===== src/hdl/ocb_pkg.sv =====
// Package: constants for the overcurrent blanking and fault latch block
package ocb_pkg;
  // ---------------------------------------------------------------
  // Register map (byte addresses)
  // ---------------------------------------------------------------
  localparam logic [7:0] ADDR_CTRL   = 8'h00;
  localparam logic [7:0] ADDR_VDS    = 8'h0c;
  localparam logic [7:0] ADDR_STATUS = 8'h10;
  localparam logic [7:0] ADDR_CLEAR  = 8'h14;
  // CTRL field: blanking in units of 50 ns cycles, bits 7:0
  localparam int         CTRL_BLANK_W   = 8;
  localparam logic [7:0] CTRL_BLANK_RST = 8'h00;
  // VDS register fields
  localparam int         VDS_LATCH_BIT = 0;
  localparam int         VDS_THR_LSB   = 4;
  localparam int         VDS_THR_W     = 4;
  localparam logic [4:0] VDS_WIDTH     = 5'h08;
  // STATUS fields: bits 5:0 per-transistor trip, bit 8 fault
  localparam int         STAT_FAULT_BIT = 8;
  localparam int         NUM_FET        = 6;
  // Timing
  localparam int CLK_PERIOD_NS   = 50;
  localparam int TRIP_MAX_NS     = 1000;
  localparam int TRIP_MAX_CYC    = TRIP_MAX_NS / CLK_PERIOD_NS;
  localparam int BLANK_500_NS    = 500;
  localparam int BLANK_500_CYC   = (BLANK_500_NS + CLK_PERIOD_NS - 1) / CLK_PERIOD_NS;
  // AXI responses
  localparam logic [1:0] RESP_OKAY   = 2'b00;
  localparam logic [1:0] RESP_SLVERR = 2'b10;
endpackage : ocb_pkg


===== src/hdl/ocb_blank_timer.sv =====
// Retriggerable blanking timer shared by all sense channels
`timescale 1ns/1ps
module ocb_blank_timer #(
  parameter int CNT_W = 8
) (
  input  wire logic             clk_sys_in,
  input  wire logic             nrst_in,
  input  wire logic             edge_in,
  input  wire logic [CNT_W-1:0] length_in,
  output logic                  blank_out
);
  logic [CNT_W-1:0] count;

  // Counter needs at least one bit
  if (CNT_W < 1) begin : g_bad_width
    $error("CNT_W too small");
  end

  // Load on every edge, count down to zero
  always_ff @(posedge clk_sys_in or negedge nrst_in) begin
    if (!nrst_in) begin
      count <= '0;
    end else if (edge_in) begin
      count <= length_in;
    end else if (count != '0) begin
      count <= count - 1'b1;
    end
  end

  // Zero length means no blanking at all
  assign blank_out = (count != '0);
endmodule : ocb_blank_timer


===== src/hdl/ocb_overcurrent.sv =====
// Overcurrent blanking, trip gating and latched drain-source fault
`timescale 1ns/1ps
// What this block does
// - Gate edges start a blanking interval
// - One blanking interval gates all channels
// - New edge restarts running blanking interval
// - Blanking defaults to zero after reset
// - Low trip input forces high-side PWM off
// - Trip to switch-off under one microsecond
// - Latched fault drives all gates low
// - Fault drives active-low indicator pin
// - Status records which transistor tripped
module ocb_overcurrent #(
  parameter int NUM_CH = 3
) (
  input  wire logic              clk_sys_in,
  input  wire logic              nrst_in,
  // AXI4-Lite slave
  input  wire logic [7:0]        s_axi_awaddr_in,
  input  wire logic              s_axi_awvalid_in,
  output logic                   s_axi_awready_out,
  input  wire logic [31:0]       s_axi_wdata_in,
  input  wire logic [3:0]        s_axi_wstrb_in,
  input  wire logic              s_axi_wvalid_in,
  output logic                   s_axi_wready_out,
  output logic [1:0]             s_axi_bresp_out,
  output logic                   s_axi_bvalid_out,
  input  wire logic              s_axi_bready_in,
  input  wire logic [7:0]        s_axi_araddr_in,
  input  wire logic              s_axi_arvalid_in,
  output logic                   s_axi_arready_out,
  output logic [31:0]            s_axi_rdata_out,
  output logic [1:0]             s_axi_rresp_out,
  output logic                   s_axi_rvalid_out,
  input  wire logic              s_axi_rready_in,
  // Controller PWM and analog front end results
  input  wire logic [NUM_CH-1:0] pwm_high_in,
  input  wire logic [NUM_CH-1:0] pwm_low_in,
  input  wire logic              comparator_trip_out_n_in,
  input  wire logic [NUM_CH-1:0] sense_amp_in,
  input  wire logic [2*NUM_CH-1:0] vds_over_in,
  // Outputs to gates and controller
  output logic [NUM_CH-1:0]      gate_high_out,
  output logic [NUM_CH-1:0]      gate_low_out,
  output logic [NUM_CH-1:0]      sense_amp_out,
  output logic                   blank_active_out,
  output logic [ocb_pkg::VDS_THR_W-1:0] drain_source_threshold_select_out,
  output logic                   fault_indicator_n_out
);
  // ---------------------------------------------------------------
  // Elaboration checks
  // ---------------------------------------------------------------
  // Status word has room for six trip bits only
  if (NUM_CH != 3) begin : g_bad_ch
    $error("NUM_CH must be 3 to match six status bits");
  end
  // Trip path must stay well inside its time budget
  if (ocb_pkg::TRIP_MAX_CYC < 2) begin : g_bad_clk
    $error("Clock too slow for trip timing");
  end
  // The shipped blanking setting must fit its field
  if (ocb_pkg::BLANK_500_CYC >= (1 << ocb_pkg::CTRL_BLANK_W)) begin : g_bad_blank
    $error("Blanking field too narrow");
  end
  // Fault flag must sit above the trip bits
  if (ocb_pkg::STAT_FAULT_BIT < 2 * NUM_CH) begin : g_bad_stat
    $error("Fault bit overlaps trip bits");
  end
  // Latch and threshold fields share byte lane zero
  if (ocb_pkg::VDS_THR_LSB + ocb_pkg::VDS_THR_W > 8) begin : g_bad_vds
    $error("Threshold field outside byte lane zero");
  end

  // ---------------------------------------------------------------
  // Registers and state
  // ---------------------------------------------------------------
  logic [ocb_pkg::CTRL_BLANK_W-1:0] blank_len;
  logic                             drain_source_latch_mode;
  logic [ocb_pkg::VDS_THR_W-1:0]    thr_sel;
  logic [2*NUM_CH-1:0]              fet_trip;
  logic                             fault;
  logic [2*NUM_CH-1:0]              gate_prev;
  logic [2*NUM_CH-1:0]              gate_now;
  logic                             any_edge;
  logic                             blank;
  logic                             aw_hold;
  logic                             w_hold;
  logic [7:0]                       aw_addr;
  logic [31:0]                      w_data;
  logic [3:0]                       w_strb;

  // ---------------------------------------------------------------
  // AXI4-Lite write path
  // ---------------------------------------------------------------
  // Address and data may arrive in either order
  wire take_aw   = s_axi_awvalid_in && !aw_hold && !s_axi_bvalid_out;
  wire take_w    = s_axi_wvalid_in && !w_hold && !s_axi_bvalid_out;
  wire have_aw   = aw_hold || take_aw;
  wire have_w    = w_hold || take_w;
  wire do_write  = have_aw && have_w && !s_axi_bvalid_out;
  wire [7:0]  waddr = aw_hold ? aw_addr : s_axi_awaddr_in;
  wire [31:0] wdata = w_hold ? w_data : s_axi_wdata_in;
  wire [3:0]  wstrb = w_hold ? w_strb : s_axi_wstrb_in;
  wire wr_ctrl   = do_write && (waddr == ocb_pkg::ADDR_CTRL);
  wire wr_vds    = do_write && (waddr == ocb_pkg::ADDR_VDS);
  wire wr_clear  = do_write && (waddr == ocb_pkg::ADDR_CLEAR);
  wire wr_status = do_write && (waddr == ocb_pkg::ADDR_STATUS);
  wire wr_hit    = wr_ctrl || wr_vds || wr_clear || wr_status;
  // Clear is a one written to bit zero of the clear register
  wire clear_req = wr_clear && wstrb[0] && wdata[0];

  assign s_axi_awready_out = !aw_hold && !s_axi_bvalid_out;
  assign s_axi_wready_out  = !w_hold && !s_axi_bvalid_out;

  // Hold halves until both present
  always_ff @(posedge clk_sys_in or negedge nrst_in) begin
    if (!nrst_in) begin
      aw_hold <= 1'b0;
      w_hold  <= 1'b0;
      aw_addr <= 8'h00;
      w_data  <= 32'h0000_0000;
      w_strb  <= 4'h0;
    end else begin
      if (take_aw) aw_addr <= s_axi_awaddr_in;
      if (take_w) begin
        w_data <= s_axi_wdata_in;
        w_strb <= s_axi_wstrb_in;
      end
      aw_hold <= have_aw && !do_write;
      w_hold  <= have_w && !do_write;
    end
  end

  // ---------------------------------------------------------------
  // Write response
  // ---------------------------------------------------------------
  // Answer once both halves are in; unmapped gets an error
  always_ff @(posedge clk_sys_in or negedge nrst_in) begin
    if (!nrst_in) begin
      s_axi_bvalid_out <= 1'b0;
      s_axi_bresp_out  <= ocb_pkg::RESP_OKAY;
    end else if (do_write) begin
      s_axi_bvalid_out <= 1'b1;
      s_axi_bresp_out  <= wr_hit ? ocb_pkg::RESP_OKAY : ocb_pkg::RESP_SLVERR;
    end else if (s_axi_bready_in) begin
      s_axi_bvalid_out <= 1'b0;
    end
  end

  // ---------------------------------------------------------------
  // Configuration registers
  // ---------------------------------------------------------------
  // Byte lane zero carries every field
  always_ff @(posedge clk_sys_in or negedge nrst_in) begin
    if (!nrst_in) begin
      blank_len               <= ocb_pkg::CTRL_BLANK_RST;
      drain_source_latch_mode <= 1'b0;
      thr_sel                 <= '0;
    end else begin
      if (wr_ctrl && wstrb[0]) blank_len <= wdata[ocb_pkg::CTRL_BLANK_W-1:0];
      if (wr_vds && wstrb[0]) begin
        drain_source_latch_mode <= wdata[ocb_pkg::VDS_LATCH_BIT];
        thr_sel <= wdata[ocb_pkg::VDS_THR_LSB +: ocb_pkg::VDS_THR_W];
      end
    end
  end

  // ---------------------------------------------------------------
  // AXI4-Lite read path
  // ---------------------------------------------------------------
  wire take_ar = s_axi_arvalid_in && !s_axi_rvalid_out;
  // Read words assembled at the package field positions
  logic [31:0] status_word;
  logic [31:0] ctrl_word;
  logic [31:0] vds_word;
  always_comb begin
    status_word                                          = 32'h0000_0000;
    status_word[2*NUM_CH-1:0]                            = fet_trip;
    status_word[ocb_pkg::STAT_FAULT_BIT]                 = fault;
    ctrl_word                                            = 32'h0000_0000;
    ctrl_word[ocb_pkg::CTRL_BLANK_W-1:0]                 = blank_len;
    vds_word                                             = 32'h0000_0000;
    vds_word[ocb_pkg::VDS_LATCH_BIT]                     = drain_source_latch_mode;
    vds_word[ocb_pkg::VDS_THR_LSB +: ocb_pkg::VDS_THR_W] = thr_sel;
  end
  wire rd_ctrl   = (s_axi_araddr_in == ocb_pkg::ADDR_CTRL);
  wire rd_vds    = (s_axi_araddr_in == ocb_pkg::ADDR_VDS);
  wire rd_status = (s_axi_araddr_in == ocb_pkg::ADDR_STATUS);
  wire rd_clear  = (s_axi_araddr_in == ocb_pkg::ADDR_CLEAR);
  wire rd_hit    = rd_ctrl || rd_vds || rd_status || rd_clear;
  wire [31:0] rd_mux = rd_ctrl ? ctrl_word :
                       rd_vds ? vds_word :
                       rd_status ? status_word : 32'h0000_0000;

  assign s_axi_arready_out = !s_axi_rvalid_out;

  // Read data register
  always_ff @(posedge clk_sys_in or negedge nrst_in) begin
    if (!nrst_in) begin
      s_axi_rvalid_out <= 1'b0;
      s_axi_rdata_out  <= 32'h0000_0000;
      s_axi_rresp_out  <= ocb_pkg::RESP_OKAY;
    end else if (take_ar) begin
      s_axi_rvalid_out <= 1'b1;
      s_axi_rdata_out  <= rd_mux;
      s_axi_rresp_out  <= rd_hit ? ocb_pkg::RESP_OKAY : ocb_pkg::RESP_SLVERR;
    end else if (s_axi_rready_in) begin
      s_axi_rvalid_out <= 1'b0;
    end
  end

  // ---------------------------------------------------------------
  // Gate outputs and trip gating
  // ---------------------------------------------------------------
  // Cycle-by-cycle trip kills high side combinationally
  wire [NUM_CH-1:0] hs_gated = pwm_high_in & {NUM_CH{comparator_trip_out_n_in}};
  wire [NUM_CH-1:0] hs_next  = fault ? '0 : hs_gated;
  wire [NUM_CH-1:0] ls_next  = fault ? '0 : pwm_low_in;

  assign gate_high_out = hs_next;
  assign gate_low_out  = ls_next;
  assign gate_now      = {hs_next, ls_next};

  // ---------------------------------------------------------------
  // Blanking
  // ---------------------------------------------------------------
  // Remember gate levels to find edges
  // First edge after reset loads a zero length, so it is harmless
  always_ff @(posedge clk_sys_in or negedge nrst_in) begin
    if (!nrst_in) begin
      gate_prev <= '0;
    end else begin
      gate_prev <= gate_now;
    end
  end

  // Rise or fall on any gate output
  assign any_edge = |(gate_now ^ gate_prev);

  ocb_blank_timer #(
    .CNT_W (ocb_pkg::CTRL_BLANK_W)
  ) u_blank (
    .clk_sys_in (clk_sys_in),
    .nrst_in    (nrst_in),
    .edge_in    (any_edge),
    .length_in  (blank_len),
    .blank_out  (blank)
  );

  // One blanking signal mutes every channel alike
  wire [NUM_CH-1:0] next_sense;
  genvar ch;
  generate
    for (ch = 0; ch < NUM_CH; ch++) begin : g_blank
      assign next_sense[ch] = blank ? 1'b0 : sense_amp_in[ch];
    end
  endgenerate

  // Registered sense outputs, quiet during reset
  always_ff @(posedge clk_sys_in or negedge nrst_in) begin
    if (!nrst_in) begin
      sense_amp_out <= '0;
    end else begin
      sense_amp_out <= next_sense;
    end
  end

  // ---------------------------------------------------------------
  // Status outputs
  // ---------------------------------------------------------------
  // Blanking flag and threshold select go straight out
  assign blank_active_out = blank;
  assign drain_source_threshold_select_out = thr_sel;

  // ---------------------------------------------------------------
  // Latched drain-source fault
  // ---------------------------------------------------------------
  wire [2*NUM_CH-1:0] trip_evt = drain_source_latch_mode ? vds_over_in : '0;

  // Set wins over clear, so an event in the clear cycle is kept
  wire                next_fault    = (|trip_evt) || (fault && !clear_req);
  wire [2*NUM_CH-1:0] next_fet_trip = trip_evt | (clear_req ? '0 : fet_trip);
  // Fault flag and per-transistor trip record
  always_ff @(posedge clk_sys_in or negedge nrst_in) begin
    if (!nrst_in) begin
      fault    <= 1'b0;
      fet_trip <= '0;
    end else begin
      fault    <= next_fault;
      fet_trip <= next_fet_trip;
    end
  end

  // Active-low indicator registered alongside the latch
  always_ff @(posedge clk_sys_in or negedge nrst_in) begin
    if (!nrst_in) begin
      fault_indicator_n_out <= 1'b1;
    end else begin
      fault_indicator_n_out <= !next_fault;
    end
  end
endmodule : ocb_overcurrent


===== config.mk =====
export PLATFORM = sky130hd
export DESIGN_NAME = ocb_overcurrent
export DESIGN_NICKNAME = d
export VERILOG_FILES = /design/src/hdl/ocb_pkg.sv /design/src/hdl/ocb_blank_timer.sv /design/src/hdl/ocb_overcurrent.sv
export SDC_FILE = /design/constraint.sdc
export NUM_CORES = 1
export LEC_CHECK = 0
export BUFFER_PORTS_ARGS = -buffer_cell sky130_fd_sc_hd__buf_4
export CAP_MARGIN = 15
export CORE_MARGIN = 1
export CORE_UTILIZATION = 53
export CTS_CLUSTER_DIAMETER = 100
export DETAILED_ROUTE_END_ITERATION = 7
export PLACE_DENSITY_LB_ADDON = 0.2
export SETUP_SLACK_MARGIN = 0.3
export SYNTH_ARGS = -nofsm -noshare
export SYNTH_HDL_FRONTEND = slang
export SYNTH_SLANG_ARGS = --single-unit

===== constraint.sdc =====
create_clock -name clk_sys_in -period 4.95 [get_ports clk_sys_in]
set_clock_uncertainty 0.15 [all_clocks]
set_input_delay 0.99 -clock clk_sys_in [delete_from_list [all_inputs] [get_ports clk_sys_in]]
set_output_delay 0.99 -clock clk_sys_in [all_outputs]
set_load 0.1 [all_outputs]

After elaboration in Yosys (flattened, before gate mapping)
Index checks and enable logic that the tools add are counted.
- add/subtract/negate cells: 1
- equal/unequal tests: 6
- muxes and demuxes: 21
- bitwise logic cells: 3
- reductions and logical operators: 44
- operator list (cell ; count):
    8-bit by 5-bit == test with 1-bit output (second input constant) ; 4
    8-bit 2-to-1 mux ; 4
    9-bit 2-to-1 mux ; 3
    1-bit logical AND ; 20
    8-bit by 4-bit == test with 1-bit output (second input constant) ; 2
    8-bit logical NOT ; 2
    6-bit 2-to-1 mux ; 2
    6-bit OR reduction ; 2
    1-bit logical OR ; 9
    1-bit 2-to-1 mux ; 8
    8-bit nonzero test ; 1
    8-bit by 1-bit subtractor with 8-bit output (second input constant) ; 1
    1-bit logical NOT ; 7
    3-bit 2-to-1 mux ; 2
    6-bit OR ; 1
    2-bit nonzero test ; 3
    6-bit XOR ; 1
    2-bit 2-to-1 mux ; 2
    3-bit AND ; 1
- flip-flop bits (word level): 95
- input bits: 75
- logic and storage cells: 94

Logic depth before layout (Yosys ltp)
- depth in word-level cells: 13
- depth in mapped cells: 6
- depth with buffers taken out: 6

Modules after synthesis
Synthesis repeated with hierarchy kept, for this count alone.
- cells, all modules: 305
- area total of the unflattened synthesis: 3467.1 um^2
- modules (own cells, without submodules) (module ; times used ; cells an instance ; area an instance (um^2) ; seq. area each (um^2)):
    ocb_overcurrent ; 1 ; 250 ; 2976.6 ; 1552.7
    ocb_blank_timer ; 1 ; 55 ; 490.5 ; 200.2

Worst setup path after synthesis
Ideal clock, no wire load.
- kind: input to output
- start: in pwm_low_in[0]
- end: out gate_low_out[0]
- arrival time: 2.349 ns
- required time: 3.810 ns
- slack: 1.461 ns
- stages: 1
- cells stage by stage: nor2b_1
- longest elaborated chain between the ends: 1
- ends and longest elaborated chain (element ; line ; source):
    start, declared ; ocb_overcurrent.sv:38 ; input wire logic [NUM_CH-1:0] pwm_low_in,
    3-bit 2-to-1 mux ; ocb_overcurrent.sv:218 ; wire [NUM_CH-1:0] ls_next = fault ? '0 : pwm_low_in;
    end, declared ; ocb_overcurrent.sv:44 ; output logic [NUM_CH-1:0] gate_low_out,
Every way passes these cells.

Final worst setup path
- start: reg u_blank.count[4]
- end: out blank_active_out
- longest elaborated chain between the ends: 1
- ends and longest elaborated chain (element ; line ; source):
    start, declared ; ocb_blank_timer.sv:12 ; logic [CNT_W-1:0] count;
    start signal, assigned ; ocb_blank_timer.sv:24 ; count <= length_in;
    start signal, assigned ; ocb_blank_timer.sv:26 ; count <= count - 1'b1;
    8-bit nonzero test ; ocb_blank_timer.sv:31 ; assign blank_out = (count != '0);
    end, declared ; ocb_overcurrent.sv:46 ; output logic blank_active_out,
Every way passes these cells.

==> flow_summary.ini <==
[global_route]
grt_pass1_vias = 2569
antenna_found_initial = 0
grt_usage_pct = 21.8
grt_first_pass_wirelength_um = 11800
grt-busiest-layer = met2
grtUsageMet3_pct = 4.55
grt_remaining_overflow = 0
grt_start_max_net_pins = 71
use_met1_pct = 26.4
met2_usage_pct = 36.1

[setup_path]
endpoint_kind = output pin
crit_buf_inv = 2
cp.required_ns = 3.81
rr_startpoint = fault
slowest_stage = or4_4
worstSetupPathType = flip-flop to output pin
critPathLaunchType = flip-flop
worstPathArrival_ns = 2.01
r2r_setup_slack_ns = 2.50
critical-path-max-stage-delay_ns = 0.56
worst-path-max-fanout = 9
r2r_cells = 5
cp_cell_sequence = or4_4 > nor3b_4 > inv_1 > buf_4
critPathLaunch = u_blank.count[4]
critPathTopFamily = simple AND/OR/NAND/NOR gates
timing.rr.end = u_blank.count[5]

[cells_and_area]
antenna_cells = 0
stdcell_count = 477
synthToLayoutAreaGrowth_pct = 21.2
drive_gt1_share_pct = 37.0
n_fill_cell = 505
nNetsFinal = 472
stdcell_area_mm2 = 0.00433
multi_input_area_mm2 = 0.00165
regArea_mm2 = 0.00175
final_core_util_pct = 67.4

[floorplanning]
initial_core_util_pct = 55.6
die-width_um = 84.1
io_pins = 131
die_h_um = 84.1
rows = 29
dieArea_mm2 = 0.00707
core-area_mm2 = 0.00642

[synthesis]
ys.flop_type = dfrtp_1
yosysTopAreaCell = dfrtp_1
syn-instance-count = 316
muxShareOfSynthArea_pct = 16.6
async_reset_ff_share_pct = 100
syn_area_mm2 = 0.00357
synth_compound_area_share_pct = 10.3
synth.most_common_cell = dfrtp_1
synth-simple-area-share_pct = 14.1
synth_top_family_by_area = multiplexers
synth_edf_count = 0
synth-seq-cells = 70
syn_area_per_cell_um2 = 11.3
synth_area_leaders = dfrtp_1 (48%), mux2_2 (12%), buf_4 (5.5%), mux2_4 (2.9%), a22o_1 (2.5%)
synthXorXnorAreaFrac_pct = 1.72
synthAdderAreaFrac_pct = 0.701
ys_types = 55
yosys-top-cells-count = dfrtp_1 (69), mux2_2 (39), buf_4 (26)
yosys_warnings = 0
synth.top_cell.area_share_pct = 48.3
ys_seq_area_share_pct = 49.1

[clocking]
numClockSinks = 70
cts_setup_buffers = 0
cts_repair_resize_count = 0
htreeDepth = 3
cts_root_buf = clkbuf_8
cts_buffers = 9
clock_latency_ns = 0.35
clockBufferDepth = 2
holdBufCountCts = 0
cts_tree = yes
clk_pin_slew_ns = 0.07

[place]
place_hpwl_um = 5270
placed_cells = 461
port_buffers = 78
gp_congestion = 0.780
placed_cell_area_mm2 = 0.00412
dp_worst_setup_slack_ns = 1.98

[timing]
period_needed_ns = 3.15
fin_crit_sh_pct = 63.6
fmax_mhz = 318
fin_setup_tns_ns = 0
slew_viol_final = 0
grt_setup_unrepaired = false
finalHoldViolCount = 0
finalWorstSetupSlack_ns = 1.80
relSlewSlack_pct = 42.6
whs_ns = 0.331
setup_viol = 0
worst_slew_pin_slew_ns = 0.860

[route]
firstDrtPassIters = 6
wl_per_cell_um = 15.0
wirelength_um = 7150
vias = 2600
drc = 20
via_per_inst = 5.45
drtIter0Drc = 138
antenna_left = 0

[power_and_ir_drop]
power_mw = 2.61
power_leakage_nw = 2.08
vdd_drop_max_mv = 0.482
power_density_mw_per_mm2 = 603

[outcome]
violations = design-rule violations
status = complete, but fails checks

[worst_hold_path]
hold_depth = 2
hp-start = s_axi_rdata_out[8]
min_to = s_axi_rdata_out[8]
hold_path_class = flip-flop to flip-flop

[job]
cap_violations = 0
cells in the final DEF, fill, tap and decap left out, types with 9 or more instances in the layout:
cell	netlist	final
dfrtp_1	69	69
a21oi_1	11	11
nand2_1	17	17
buf_4	26	79
nor2_1	23	23
conb_1	1	25
mux2_2	39	39
a22o_1	10	10
clkbuf_8	0	11
inv_1	9	9
o21ai_0	10	10
how the worst max path moves through the flow:
stage,slack (ns),end,cells past startpoint
6_report,1.80,blank_active_out,4
5_1_grt,1.64,blank_active_out,6
4_1_cts,1.78,blank_active_out,4
3_5_place_dp,1.98,u_blank.count[7],6
3_3_place_gp,1.99,u_blank.count[1],6
2_1_floorplan,1.46,gate_low_out[0],1
routing by layer:
layer  share of wire, %  up-vias
li1                   -     1243
met1                 43     1239
met2                 49      101
met3                5.6       17
met4                2.5        0
met5                  0        -
registers in the layout, indices dropped and copies added (netlist names), 3 cells and up:
register                           flops
w_data                                 8
aw_addr                                8
s_axi_rdata_out                        9
gate_prev                              6
blank_len                              8
sense_amp_out                          3
fet_trip                               6
u_blank.count                          8
drain_source_threshold_select_out      4
cell families (layout without fill, tap and decap cells):
logic type / after synthesis / in the layout
xor gates and xnor gates: 7 / 7
DFF: 70 / 70
AOI/OAI and AO/OA: 52 / 52
and+or+nand+nor: 89 / 89
adders and majority gates: 2 / 2
buffers and inverters: 44 / 104
other: 1 / 25
muxes: 51 / 51
worst reg2reg max path, stage by stage, from the launching register on:
cell and delay, ns:
dfrtp_1 0.53, or4b_1 0.57, o22a_1 0.21, a222oi_1 0.29, buf_4 0.27, mux2_4 0.32
cell type report:
cell class / count / share of cell area [%]
sequential: 70 / 40.5
multi-input combinational: 226 / 38.0
timing repair buffer: 79 / 13.7
clock buffer: 11 / 3.50
tap: 77 / 2.22
clock inverter: 5 / 1.33
inverter: 9 / 0.780
report_power, final:
group	switching [mW]	internal [mW]	leakage (nW)	total, mW
Clock	0.216	0.259	0.0976	0.475
Sequential	0.146	0.740	0.903	0.885
Combinational	0.829	0.424	1.08	1.25
Total	1.19	1.42	2.08	2.61
(Power assumes the default switching activity.)
